File: src/rtl/rcr_defs.svh
// Constants of the receiver configuration store: field positions, reset values, timing counts.
`ifndef RCR_DEFS_SVH
`define RCR_DEFS_SVH

// ----------------------------------------------------------------------------
// Serial word layout
// ----------------------------------------------------------------------------
// Serial bit n lands at shift index (15 - n); bit 1 arrives first.
`define RCR_WORD_BITS     15
`define RCR_POS_OFF       14
`define RCR_POS_SEL       13
`define RCR_POS_STOP      0
`define RCR_PAY_HI        12
`define RCR_PAY_LO        1

// ----------------------------------------------------------------------------
// Reset values of both registers
// ----------------------------------------------------------------------------
// Baud 00, check 01, FSK, sleep 00110, multiplier 0, squelch 1.
`define RCR_OPERATING_CONFIG_WORD_RST    12'h119
// Lower window 010101, upper window 101001.
`define RCR_LIMIT_RST     12'h569

// ----------------------------------------------------------------------------
// Sleep timing
// ----------------------------------------------------------------------------
`define RCR_SLEEP_UNIT_LOG2  10
`define RCR_SLEEP_XMUL_LOG2  3
`define RCR_SLEEP_PERM       5'h1F
`define RCR_SLEEP_NONE       5'h00

// ----------------------------------------------------------------------------
// Timebase divider default
// ----------------------------------------------------------------------------
`define RCR_TCLK_DIV      8

`endif

File: src/rtl/rcr_pkg.sv
// Types shared by the receiver configuration store and its sleep timer.
package rcr_pkg;

	// Operating configuration word, most significant field first.
	typedef struct packed {
		logic [1:0] baud_range_select;
		logic [1:0] bit_verify_code;
		logic       modulation_select;
		logic [4:0] sleep_count;
		logic       sleep_multiplier;
		logic       squelch_enable;
	} rcr_operating_config_word_t;

	// Edge window limit word.
	typedef struct packed {
		logic [5:0] lower_window;
		logic [5:0] upper_window;
	} rcr_limit_t;

	// Sleep timer states.
	typedef enum logic [2:0] {
		RCR_SLP_IDLE = 3'b001,
		RCR_SLP_RUN  = 3'b010,
		RCR_SLP_PERM = 3'b100
	} rcr_sleep_state_t;

endpackage

File: src/rtl/rcr_sleep_timer.sv
// Sleep timer that spaces the polling cycles of the receiver.
`timescale 1ns/100ps
`include "rcr_defs.svh"

module rcr_sleep_timer (
	input  wire logic       sys_clk_i,
	input  wire logic       sys_rst_i,
	input  wire logic       tick_i,
	input  wire logic       start_i,
	input  wire logic       abort_i,
	input  wire logic [4:0] sleep_count_i,
	input  wire logic       sleep_multiplier_i,
	output logic            sleeping_o,
	output logic            poll_start_o
);

	rcr_pkg::rcr_sleep_state_t state_r;
	rcr_pkg::rcr_sleep_state_t state_nxt;
	logic [17:0]               cnt_r;
	logic [17:0]               cnt_nxt;
	logic                      sleeping_nxt;
	logic                      poll_nxt;
	logic [17:0]               load_val;

	// Total ticks are count times multiplier times the unit.
	always_comb begin
		load_val = {3'h0, 5'h00, 10'h000};
		load_val[`RCR_SLEEP_UNIT_LOG2 +: 5] = sleep_count_i;
		if (sleep_multiplier_i) begin
			load_val = load_val << `RCR_SLEEP_XMUL_LOG2;
		end
	end

	// Next-state logic of the timer.
	always_comb begin
		state_nxt = state_r;
		cnt_nxt   = cnt_r;
		poll_nxt  = 1'b0;
		case (state_r)
			rcr_pkg::RCR_SLP_IDLE: begin
				if (start_i && !abort_i) begin
					if (sleep_count_i == `RCR_SLEEP_NONE) begin
						poll_nxt = 1'b1;
					end else if (sleep_count_i == `RCR_SLEEP_PERM) begin
						state_nxt = rcr_pkg::RCR_SLP_PERM;
					end else begin
						state_nxt = rcr_pkg::RCR_SLP_RUN;
						cnt_nxt   = load_val;
					end
				end
			end
			rcr_pkg::RCR_SLP_RUN: begin
				if (abort_i) begin
					state_nxt = rcr_pkg::RCR_SLP_IDLE;
				end else if (tick_i) begin
					cnt_nxt = cnt_r - 18'h00001;
					if (cnt_r == 18'h00001) begin
						state_nxt = rcr_pkg::RCR_SLP_IDLE;
						poll_nxt  = 1'b1;
					end
				end
			end
			rcr_pkg::RCR_SLP_PERM: begin
				// Only an outside abort leaves permanent sleep.
				if (abort_i) begin
					state_nxt = rcr_pkg::RCR_SLP_IDLE;
				end
			end
			default: begin
				state_nxt = rcr_pkg::RCR_SLP_IDLE;
			end
		endcase
		sleeping_nxt = (state_nxt != rcr_pkg::RCR_SLP_IDLE);
	end

	// Timer registers.
	always_ff @(posedge sys_clk_i or posedge sys_rst_i) begin
		if (sys_rst_i) begin
			state_r      <= rcr_pkg::RCR_SLP_IDLE;
			cnt_r        <= 18'h00000;
			sleeping_o   <= 1'b0;
			poll_start_o <= 1'b0;
		end else begin
			state_r      <= state_nxt;
			cnt_r        <= cnt_nxt;
			sleeping_o   <= sleeping_nxt;
			poll_start_o <= poll_nxt;
		end
	end

endmodule

File: src/rtl/rcr_config_top.sv
// Configuration store and field decode of the polling receiver.
//
// How it works
// - Operating word fields from bits 3-14.
// - Limit word: two six-bit windows, MSB first.
// - Defaults as listed for every field.
// - Baud range also sets limit scale.
// - Scale 8, 4, 2, 1 per code.
// - Time limits from scale and windows.
// - Checked bits 0, 3, 6 or 9.
// - Modulation 0 FSK, 1 ASK.
// - Sleep = count times multiplier times 1024.
// - Count zero polls continuously.
// - Count 31 means permanent sleep.
// - Multiplier bit gives 1 or 8.
// - Squelch bit enables noise suppression.
// - Squelch: stream end returns to bit check.
// - Bit 1 off command; bit 2 selects register.
// - Commit only when bit 15 is 0.
// - Reset loads both registers with defaults.
`timescale 1ns/100ps
`include "rcr_defs.svh"

module rcr_config_top #(
	parameter int TCLK_DIV = `RCR_TCLK_DIV
) (
	input  wire logic       sys_clk_i,
	input  wire logic       sys_rst_i,
	input  wire logic       word_start_i,
	input  wire logic       bit_valid_i,
	input  wire logic       bit_value_i,
	input  wire logic       poll_done_i,
	input  wire logic       stream_end_i,
	input  wire logic       bit_check_ok_i,
	output logic [1:0]      baud_range_select_o,
	output logic [3:0]      limit_scale_factor_o,
	output logic [3:0]      bit_verify_count_o,
	output logic            modulation_select_o,
	output logic [4:0]      sleep_count_o,
	output logic [3:0]      sleep_factor_o,
	output logic            squelch_enable_o,
	output logic [5:0]      lower_window_o,
	output logic [5:0]      upper_window_o,
	output logic [8:0]      lim_min_time_o,
	output logic [8:0]      lim_max_time_o,
	output logic            off_cmd_o,
	output logic            word_accept_o,
	output logic            rx_mode_o,
	output logic            data_hold_high_o,
	output logic            sleeping_o,
	output logic            poll_start_o,
	output logic            tick_o
);

	// ------------------------------------------------------------------------
	// Parameter check
	// ------------------------------------------------------------------------
	if (TCLK_DIV < 1 || TCLK_DIV > 65535) begin : g_bad_div
		$error("TCLK_DIV must lie between 1 and 65535");
	end

	// ------------------------------------------------------------------------
	// Decode functions
	// ------------------------------------------------------------------------
	// Limit scale factor from the baud range code.
	function automatic logic [3:0] scale_of(input logic [1:0] code);
		case (code)
			2'h0:    scale_of = 4'h8;
			2'h1:    scale_of = 4'h4;
			2'h2:    scale_of = 4'h2;
			default: scale_of = 4'h1;
		endcase
	endfunction

	// Number of bits verified before receive.
	function automatic logic [3:0] verify_of(input logic [1:0] code);
		case (code)
			2'h0:    verify_of = 4'h0;
			2'h1:    verify_of = 4'h3;
			2'h2:    verify_of = 4'h6;
			default: verify_of = 4'h9;
		endcase
	endfunction

	// ------------------------------------------------------------------------
	// Timebase divider
	// ------------------------------------------------------------------------
	logic [15:0] div_r;
	logic [15:0] div_nxt;
	logic        tick_nxt;

	// Makes one enable pulse per receiver timebase period.
	always_comb begin
		tick_nxt = (div_r == 16'(TCLK_DIV - 1));
		div_nxt  = tick_nxt ? 16'h0000 : div_r + 16'h0001;
	end

	// Divider registers.
	always_ff @(posedge sys_clk_i or posedge sys_rst_i) begin
		if (sys_rst_i) begin
			div_r  <= 16'h0000;
			tick_o <= 1'b0;
		end else begin
			div_r  <= div_nxt;
			tick_o <= tick_nxt;
		end
	end

	// ------------------------------------------------------------------------
	// Serial word collection
	// ------------------------------------------------------------------------
	logic [14:0] shift_r;
	logic [14:0] shift_nxt;
	logic [3:0]  count_r;
	logic [3:0]  count_nxt;
	logic        done;
	logic        off_nxt;
	logic        accept_nxt;
	logic        load_op;
	logic        load_lim;

	// Shifts bits in, first bit ending at the top; a start restarts the word.
	always_comb begin
		shift_nxt = shift_r;
		count_nxt = count_r;
		done      = 1'b0;
		if (word_start_i) begin
			count_nxt = 4'h0;
		end else if (bit_valid_i) begin
			shift_nxt = {shift_r[13:0], bit_value_i};
			if (count_r == 4'(`RCR_WORD_BITS - 1)) begin
				count_nxt = 4'h0;
				done      = 1'b1;
			end else begin
				count_nxt = count_r + 4'h1;
			end
		end
	end

	// Classifies a finished word.
	always_comb begin
		off_nxt  = done && shift_nxt[`RCR_POS_OFF];
		accept_nxt = done && !shift_nxt[`RCR_POS_OFF] && !shift_nxt[`RCR_POS_STOP];
		load_op  = accept_nxt && shift_nxt[`RCR_POS_SEL];
		load_lim = accept_nxt && !shift_nxt[`RCR_POS_SEL];
	end

	// Collector registers.
	always_ff @(posedge sys_clk_i or posedge sys_rst_i) begin
		if (sys_rst_i) begin
			shift_r       <= 15'h0000;
			count_r       <= 4'h0;
			off_cmd_o     <= 1'b0;
			word_accept_o <= 1'b0;
		end else begin
			shift_r       <= shift_nxt;
			count_r       <= count_nxt;
			off_cmd_o     <= off_nxt;
			word_accept_o <= accept_nxt;
		end
	end

	// ------------------------------------------------------------------------
	// Configuration registers
	// ------------------------------------------------------------------------
	rcr_pkg::rcr_operating_config_word_t op_r;
	rcr_pkg::rcr_operating_config_word_t op_nxt;
	rcr_pkg::rcr_limit_t  lim_r;
	rcr_pkg::rcr_limit_t  lim_nxt;
	logic [3:0]           scale_nxt;
	logic [8:0]           tmin_nxt;
	logic [8:0]           tmax_nxt;

	// Loads one whole register at a time and derives the decoded values.
	always_comb begin
		op_nxt  = op_r;
		lim_nxt = lim_r;
		if (load_op) begin
			op_nxt = rcr_pkg::rcr_operating_config_word_t'(shift_nxt[`RCR_PAY_HI:`RCR_PAY_LO]);
		end
		if (load_lim) begin
			lim_nxt = rcr_pkg::rcr_limit_t'(shift_nxt[`RCR_PAY_HI:`RCR_PAY_LO]);
		end
		scale_nxt = scale_of(op_nxt.baud_range_select);
		tmin_nxt  = 9'(lim_nxt.lower_window) * 9'(scale_nxt);
		tmax_nxt  = 9'(lim_nxt.upper_window - 6'h01) * 9'(scale_nxt);
	end

	always_ff @(posedge sys_clk_i or posedge sys_rst_i) begin
		if (sys_rst_i) begin
			op_r                 <= rcr_pkg::rcr_operating_config_word_t'(`RCR_OPERATING_CONFIG_WORD_RST);
			lim_r                <= rcr_pkg::rcr_limit_t'(`RCR_LIMIT_RST);
			baud_range_select_o  <= 2'h0;
			limit_scale_factor_o <= 4'h8;
			bit_verify_count_o   <= 4'h3;
			modulation_select_o  <= 1'b0;
			sleep_count_o        <= 5'h06;
			sleep_factor_o       <= 4'h1;
			squelch_enable_o     <= 1'b1;
			lower_window_o       <= 6'h15;
			upper_window_o       <= 6'h29;
			lim_min_time_o       <= 9'h0A8;
			lim_max_time_o       <= 9'h140;
		end else begin
			op_r                 <= op_nxt;
			lim_r                <= lim_nxt;
			baud_range_select_o  <= op_nxt.baud_range_select;
			limit_scale_factor_o <= scale_nxt;
			bit_verify_count_o   <= verify_of(op_nxt.bit_verify_code);
			modulation_select_o  <= op_nxt.modulation_select;
			sleep_count_o        <= op_nxt.sleep_count;
			sleep_factor_o       <= op_nxt.sleep_multiplier ? 4'h8 : 4'h1;
			squelch_enable_o     <= op_nxt.squelch_enable;
			lower_window_o       <= lim_nxt.lower_window;
			upper_window_o       <= lim_nxt.upper_window;
			lim_min_time_o       <= tmin_nxt;
			lim_max_time_o       <= tmax_nxt;
		end
	end

	// ------------------------------------------------------------------------
	// Noise squelch mode control
	// ------------------------------------------------------------------------
	logic rx_nxt;
	logic hold_nxt;

	// Returns to bit check at stream end while squelch is on.
	always_comb begin
		rx_nxt   = rx_mode_o;
		hold_nxt = data_hold_high_o;
		if (stream_end_i && op_r.squelch_enable && rx_mode_o) begin
			rx_nxt   = 1'b0;
			hold_nxt = 1'b1;
		end else if (bit_check_ok_i) begin
			rx_nxt   = 1'b1;
			hold_nxt = 1'b0;
		end else if (off_cmd_o) begin
			rx_nxt   = 1'b0;
			hold_nxt = 1'b0;
		end
	end

	// Mode registers.
	always_ff @(posedge sys_clk_i or posedge sys_rst_i) begin
		if (sys_rst_i) begin
			rx_mode_o        <= 1'b0;
			data_hold_high_o <= 1'b0;
		end else begin
			rx_mode_o        <= rx_nxt;
			data_hold_high_o <= hold_nxt;
		end
	end

	// ------------------------------------------------------------------------
	// Sleep timer
	// ------------------------------------------------------------------------
	// sleep spacing
	rcr_sleep_timer u_sleep (
		.sys_clk_i          (sys_clk_i),
		.sys_rst_i          (sys_rst_i),
		.tick_i             (tick_o),
		.start_i            (poll_done_i),
		.abort_i            (off_cmd_o | word_accept_o),
		.sleep_count_i      (op_r.sleep_count),
		.sleep_multiplier_i (op_r.sleep_multiplier),
		.sleeping_o         (sleeping_o),
		.poll_start_o       (poll_start_o)
	);

endmodule

File: config.mk
export PLATFORM = sky130hd
export DESIGN_NAME = rcr_config_top
export DESIGN_NICKNAME = d
export VERILOG_FILES = /design/src/rtl/rcr_pkg.sv /design/src/rtl/rcr_sleep_timer.sv /design/src/rtl/rcr_config_top.sv
export VERILOG_INCLUDE_DIRS = /design/src /design/src/rtl
export SDC_FILE = /design/constraint.sdc
export NUM_CORES = 1
export LEC_CHECK = 0
export BUFFER_PORTS_ARGS = -buffer_cell sky130_fd_sc_hd__buf_2
export CORE_MARGIN = 4
export CORE_UTILIZATION = 25
export DETAILED_ROUTE_END_ITERATION = 10
export PLACE_DENSITY_LB_ADDON = 0.3
export SETUP_SLACK_MARGIN = 0.1
export SLEW_MARGIN = 20
export SYNTH_ARGS = -nofsm -noshare
export SYNTH_HDL_FRONTEND = slang
export SYNTH_SLANG_ARGS = --single-unit
File: constraint.sdc
create_clock -name sys_clk_i -period 10.9 [get_ports sys_clk_i]
set_clock_uncertainty 0.2 [all_clocks]
set_input_delay 0.545 -clock sys_clk_i [delete_from_list [all_inputs] [get_ports sys_clk_i]]
set_output_delay 0.545 -clock sys_clk_i [all_outputs]
set_load 0.01 [all_outputs]
# == Word level (Yosys, flattened, before mapping) ==
# Index checks and enable logic that the tools add are counted.
# W data, S select, Z words.
# totals
inputBits,8
ram_bits,0
regBits,117
mem_count,0
rom_bits,0
latch_bits,0
elab_cells,108
# op_classes
mul,2
bitwise_logic,1
reduce_logical,19
shifts,0
n_eq_ne,17
n_mux,40
n_addsub,4
div_mod_pow,0
n_lt_le_gt_ge,0
# ops
operator,n
$mux W18,6
$pmux W18 S2,1
$mux W15,2
$mux W12,2
$pmux W4 S3,2
$mux W3,7
$eq A18 B1 Y1 const B,1
$sub A18 B1 Y18 const B,1
$add A16 B1 Y16 const B,1
$eq A16 B3 Y1 const B,1
$mux W16,1
$mux W4,4
$mux W1,13
$mul A6 B4 Y9,1
$mul A7 B5 Y9,1
$pmux W3 S3,1
$logic_and A1 B1 Y1,8
$ne A2 B2 Y1 const B,4
$sub A6 B1 Y7 const B,1
$reduce_and A6 Y1,1
$eq A5 B5 Y1 const B,1
$logic_not A5 Y1,1
$add A4 B1 Y4 const B,1
$eq A2 B1 Y1 const B,2
other kinds (13),19

# == Logic depth before layout (Yosys ltp) ==
# logic_depth
depth_word,11
mapped_depth,22

# == By module ==
# Synthesis repeated with hierarchy kept, for this count alone.
# unflattened
hier_cells,650
area_unflattened_um2,6394.9
# modules_own_cells
module,seq_area_each_um2,area_each_um2,cells_per_inst,instances
rcr_config_top,2249.7,4986.0,490,1
rcr_sleep_timer,576.8,1408.9,160,1

# == Least setup slack after synthesis ==
# No wires, ideal clock.
# synth_path
path_kind,input -> register
startpoint,input bit_valid_i
endpoint,register lim_max_time_o[8]
path_stages,19
setup_slack_ns,5.840
arrival_time_ns,4.785
path_cell_list,buf_6 > or4b_4 > nor3_4 > mux2i_1 > inv_2 > nor2_1 > xnor2_1 > nor2_1 > ha_1 > fa_1 > inv_1 > fa_1 > inv_1 > ha_1 > a21oi_1 > o21bai_1 > a21oi_1 > xnor2_1 > xnor2_1
# synth_rtl
item,line,rtl
start: declaration,rcr_config_top.sv:30,"input wire logic bit_valid_i,"
end signal: assignment,rcr_config_top.sv:217,lim_max_time_o <= tmax_nxt;
end: declaration,rcr_config_top.sv:45,"output logic [8:0] lim_max_time_o,"

==> results.py <==
metrics = {
    "final_layout": {
        "diodes": 0,
        "ff_latch_area_um2": 2830,
        "filler_cell_count": 2580,
        "instances_no_fill": 987,
        "nets": 719,
        "area_delta_synth_final_pct": 14.9,
        "drive_gt1_share_pct": 20.1,
        "fin_area_um2": 7130,
        "multi_input_area_um2": 3000,
    },
    "floorplan": {
        "die_area_um2": 27400,
        "rows": 57,
        "die_w_um": 166,
        "ios": 66,
        "die_h_um": 166,
        "core_um2": 24400,
        "initial_core_util_pct": 25.5,
    },
    "power_and_ir_drop": {
        "powerDensity_nw_per_um2": 126,
        "p_leak_nw": 3.55,
        "ir_drop_mv": 0.0652,
    },
    "placement": {
        "gp_congestion": 0.776,
        "placed_cell_area_um2": 6800,
        "dp.cells": 971,
        "dp_worst_setup_slack_ns": 5.15,
        "port_buffers": 63,
        "dp_hpwl_mm": 10.0,
    },
    "clocking": {
        "htreeDepth": 3,
        "cts_tree": "yes",
        "clockRootBuffer": "clkbuf_16",
        "insertion_delay_ns": 0.35,
        "clkSinkCount": 112,
        "cts_setup_buffers": 0,
        "numCtsBuffers": 9,
        "clkTransAtPathRegs_ns": 0.08,
        "clk_path_buf_depth": 2,
        "post_cts_resized": 0,
        "ctsHoldBuffers": 0,
    },
    "setup_path": {
        "rrSetupSlack_ns": 5.48,
        "end_kind": "flip-flop",
        "start_kind": "flip-flop",
        "path_class": "reg -> reg",
        "rr_startpoint": "shift_r[13]",
        "path_max_fanout": 16,
        "reg2reg_to": "lim_max_time_o[8]",
        "cp.required_ns": 10.99,
        "worst_r2r_path_depth": 18,
        "cp.arrival_ns": 5.52,
    },
    "route": {
        "num_vias": 4241,
        "drt_iter0_markers": 153,
        "avgRoutedWirePerCell_um": 13.6,
        "drtAntennaViolNets": 0,
        "drt_wl_total_mm": 13.4,
        "drc_errors": 0,
        "dr.pass1.iters": 4,
        "via_per_inst": 4.30,
    },
    "synthesis": {
        "ys_warn_count": 0,
        "netlist_instances": 606,
        "synth.most_common_cell": "dfrtp_1",
        "synth_top_cell_area_share_pct": 37.5,
        "ys_top_cells_by_count": "dfrtp_1, nor2_1, inv_1",
        "yosys.area.top_type": "dfrtp_1",
        "netlist_top_cells_area": "dfrtp_1, dfstp_2, ha_1",
        "synth_edf_count": 0,
        "synth_cell_types": 61,
        "yosys_most_used_dff": "dfrtp_1",
        "async_reset_ff_share_pct": 100,
        "ys_seq_area_share_pct": 45.5,
        "synth_seq_cells": 112,
        "avgSynthCellArea_um2": 10.2,
        "synth_area_um2": 6210,
    },
    "timing": {
        "min_period_over_period_pct": 49.8,
        "holdWs_ns": 0.0984,
        "tightest_slew_ns": 0.754,
        "fin_crit_ns": 5.42,
        "slew_headroom_pct": 49.7,
        "tns_ns": 0,
        "slew_violations": 0,
        "fin_ws_ns": 5.48,
        "setup_viol": 0,
        "grt_setup_unrepaired": "no",
        "fmax_mhz": 184,
        "finalHoldViolations": 0,
    },
    "grt": {
        "grt_overflow": 0,
        "antenna_found_initial": 0,
        "grt_first_pass_wirelength_mm": 23.0,
        "grt_max_degree": 59,
        "grtUsageTotal_pct": 10.2,
        "grt_pass1_vias": 4340,
    },
    "flow_run": {
        "drv_cap": 0,
    },
    "status": {
        "outcome": "completed",
    },
    "hold_path": {
        "hold_path_class": "in -> async",
    },
}
[cell type report]
class | instances | share of cell area [%]
tap | 324 | 5.68
timing repair buffer | 66 | 4.74
multi-input combinational | 406 | 42.0
clock inverter | 7 | 1.46
sequential | 112 | 39.6
clock buffer | 9 | 3.16
inverter | 63 | 3.35
[flip-flops by register name (all words and copies together) (netlist names)]
signal and flops:
u_sleep.cnt_r 18, div_r 16, shift_r 14, lim_r 12
op_r 11, lim_max_time_o 9, lim_min_time_o 9, count_r 4
limit_scale_factor_o 4, bit_verify_count_o 3, u_sleep.state_r 3, sleep_factor_o 2
data_hold_high_o 1, off_cmd_o 1, rx_mode_o 1, tick_o 1
u_sleep.poll_start_o 1, u_sleep.sleeping_o 1, word_accept_o 1
[report_power, final]
group	total (mW)	switching, mW	internal [mW]	leakage [nW]
registers	0.460	0.0196	0.441	1.37
logic	0.0714	0.0439	0.0275	2.02
clock network	0.367	0.162	0.205	0.159
[routing by layer]
layer  wire length [µm]  GRT usage (%)
met3                446           2.26
met2               6210           16.3
met5                  0              0
met4                123           2.73
met1               6640           14.0
[cell usage in the layout, fill, tap and decap left out, types with 3 or more instances in the layout]
master,count
buf_2,63
or3_1,7
nor3_1,12
mux2i_1,13
fa_1,18
nor2_1,76
buf_4,3
inv_2,4
nand4_1,6
a21o_1,4
inv_1,58
or4_1,3
o21a_1,4
mux2_2,13
clkbuf_16,9
ha_1,35
a31oi_1,4
dfrtp_1,93
xnor2_1,30
nand2_1,48
o21ai_0,26
and3_1,7
nor4_1,9
and2_1,5
dfstp_2,19
nand3_1,15
xor2_1,11
o21bai_1,4
a21oi_1,17
[worst max-delay path, cell delays in order (launching register included)]
cell	delay [ns]
dfrtp_1	0.42
or4b_4	0.57
nor3_4	0.59
mux2i_1	0.42
inv_2	0.12
nor2_1	0.21
xnor2_1	0.18
nor2_1	0.07
ha_1	0.31
fa_1	0.54
inv_1	0.06
fa_1	0.53
inv_1	0.04
ha_1	0.32
a21oi_1	0.23
o21bai_1	0.09
a21oi_1	0.18
xnor2_1	0.16
xnor2_1	0.14
[how the worst max path moves through the flow]
stage / startpoint / to / cells past startpoint
floorplan: bit_valid_i / lim_max_time_o[8] / 19
global placement: word_start_i / lim_max_time_o[8] / 19
detailed placement: word_start_i / lim_max_time_o[8] / 19
CTS: shift_r[13] / lim_max_time_o[8] / 18
global route: count_r[0] / lim_max_time_o[8] / 20
finish: shift_r[13] / lim_max_time_o[8] / 18
[cell families (layout without fill, tap and decap cells)]
group,after synthesis,in the layout,synth area share [%]
compound gates,71,71,7.17
xor+xnor,42,42,6.04
fa+ha+maj,53,53,12.9
buf+inv,89,145,6.31
flops,112,112,45.5
mux,29,29,5.30
other cells,1,2,0.0604
simple gates,209,209,16.7
[stage by stage]
step                      power, mW  utilization (%)
after global placement        0.542             27.9
after floorplan               0.518                -
after global routing          0.946             29.2
after detailed placement      0.541             27.9
final                         0.898             29.2
after CTS                     0.916             29.2
(Power assumes the default switching activity.)
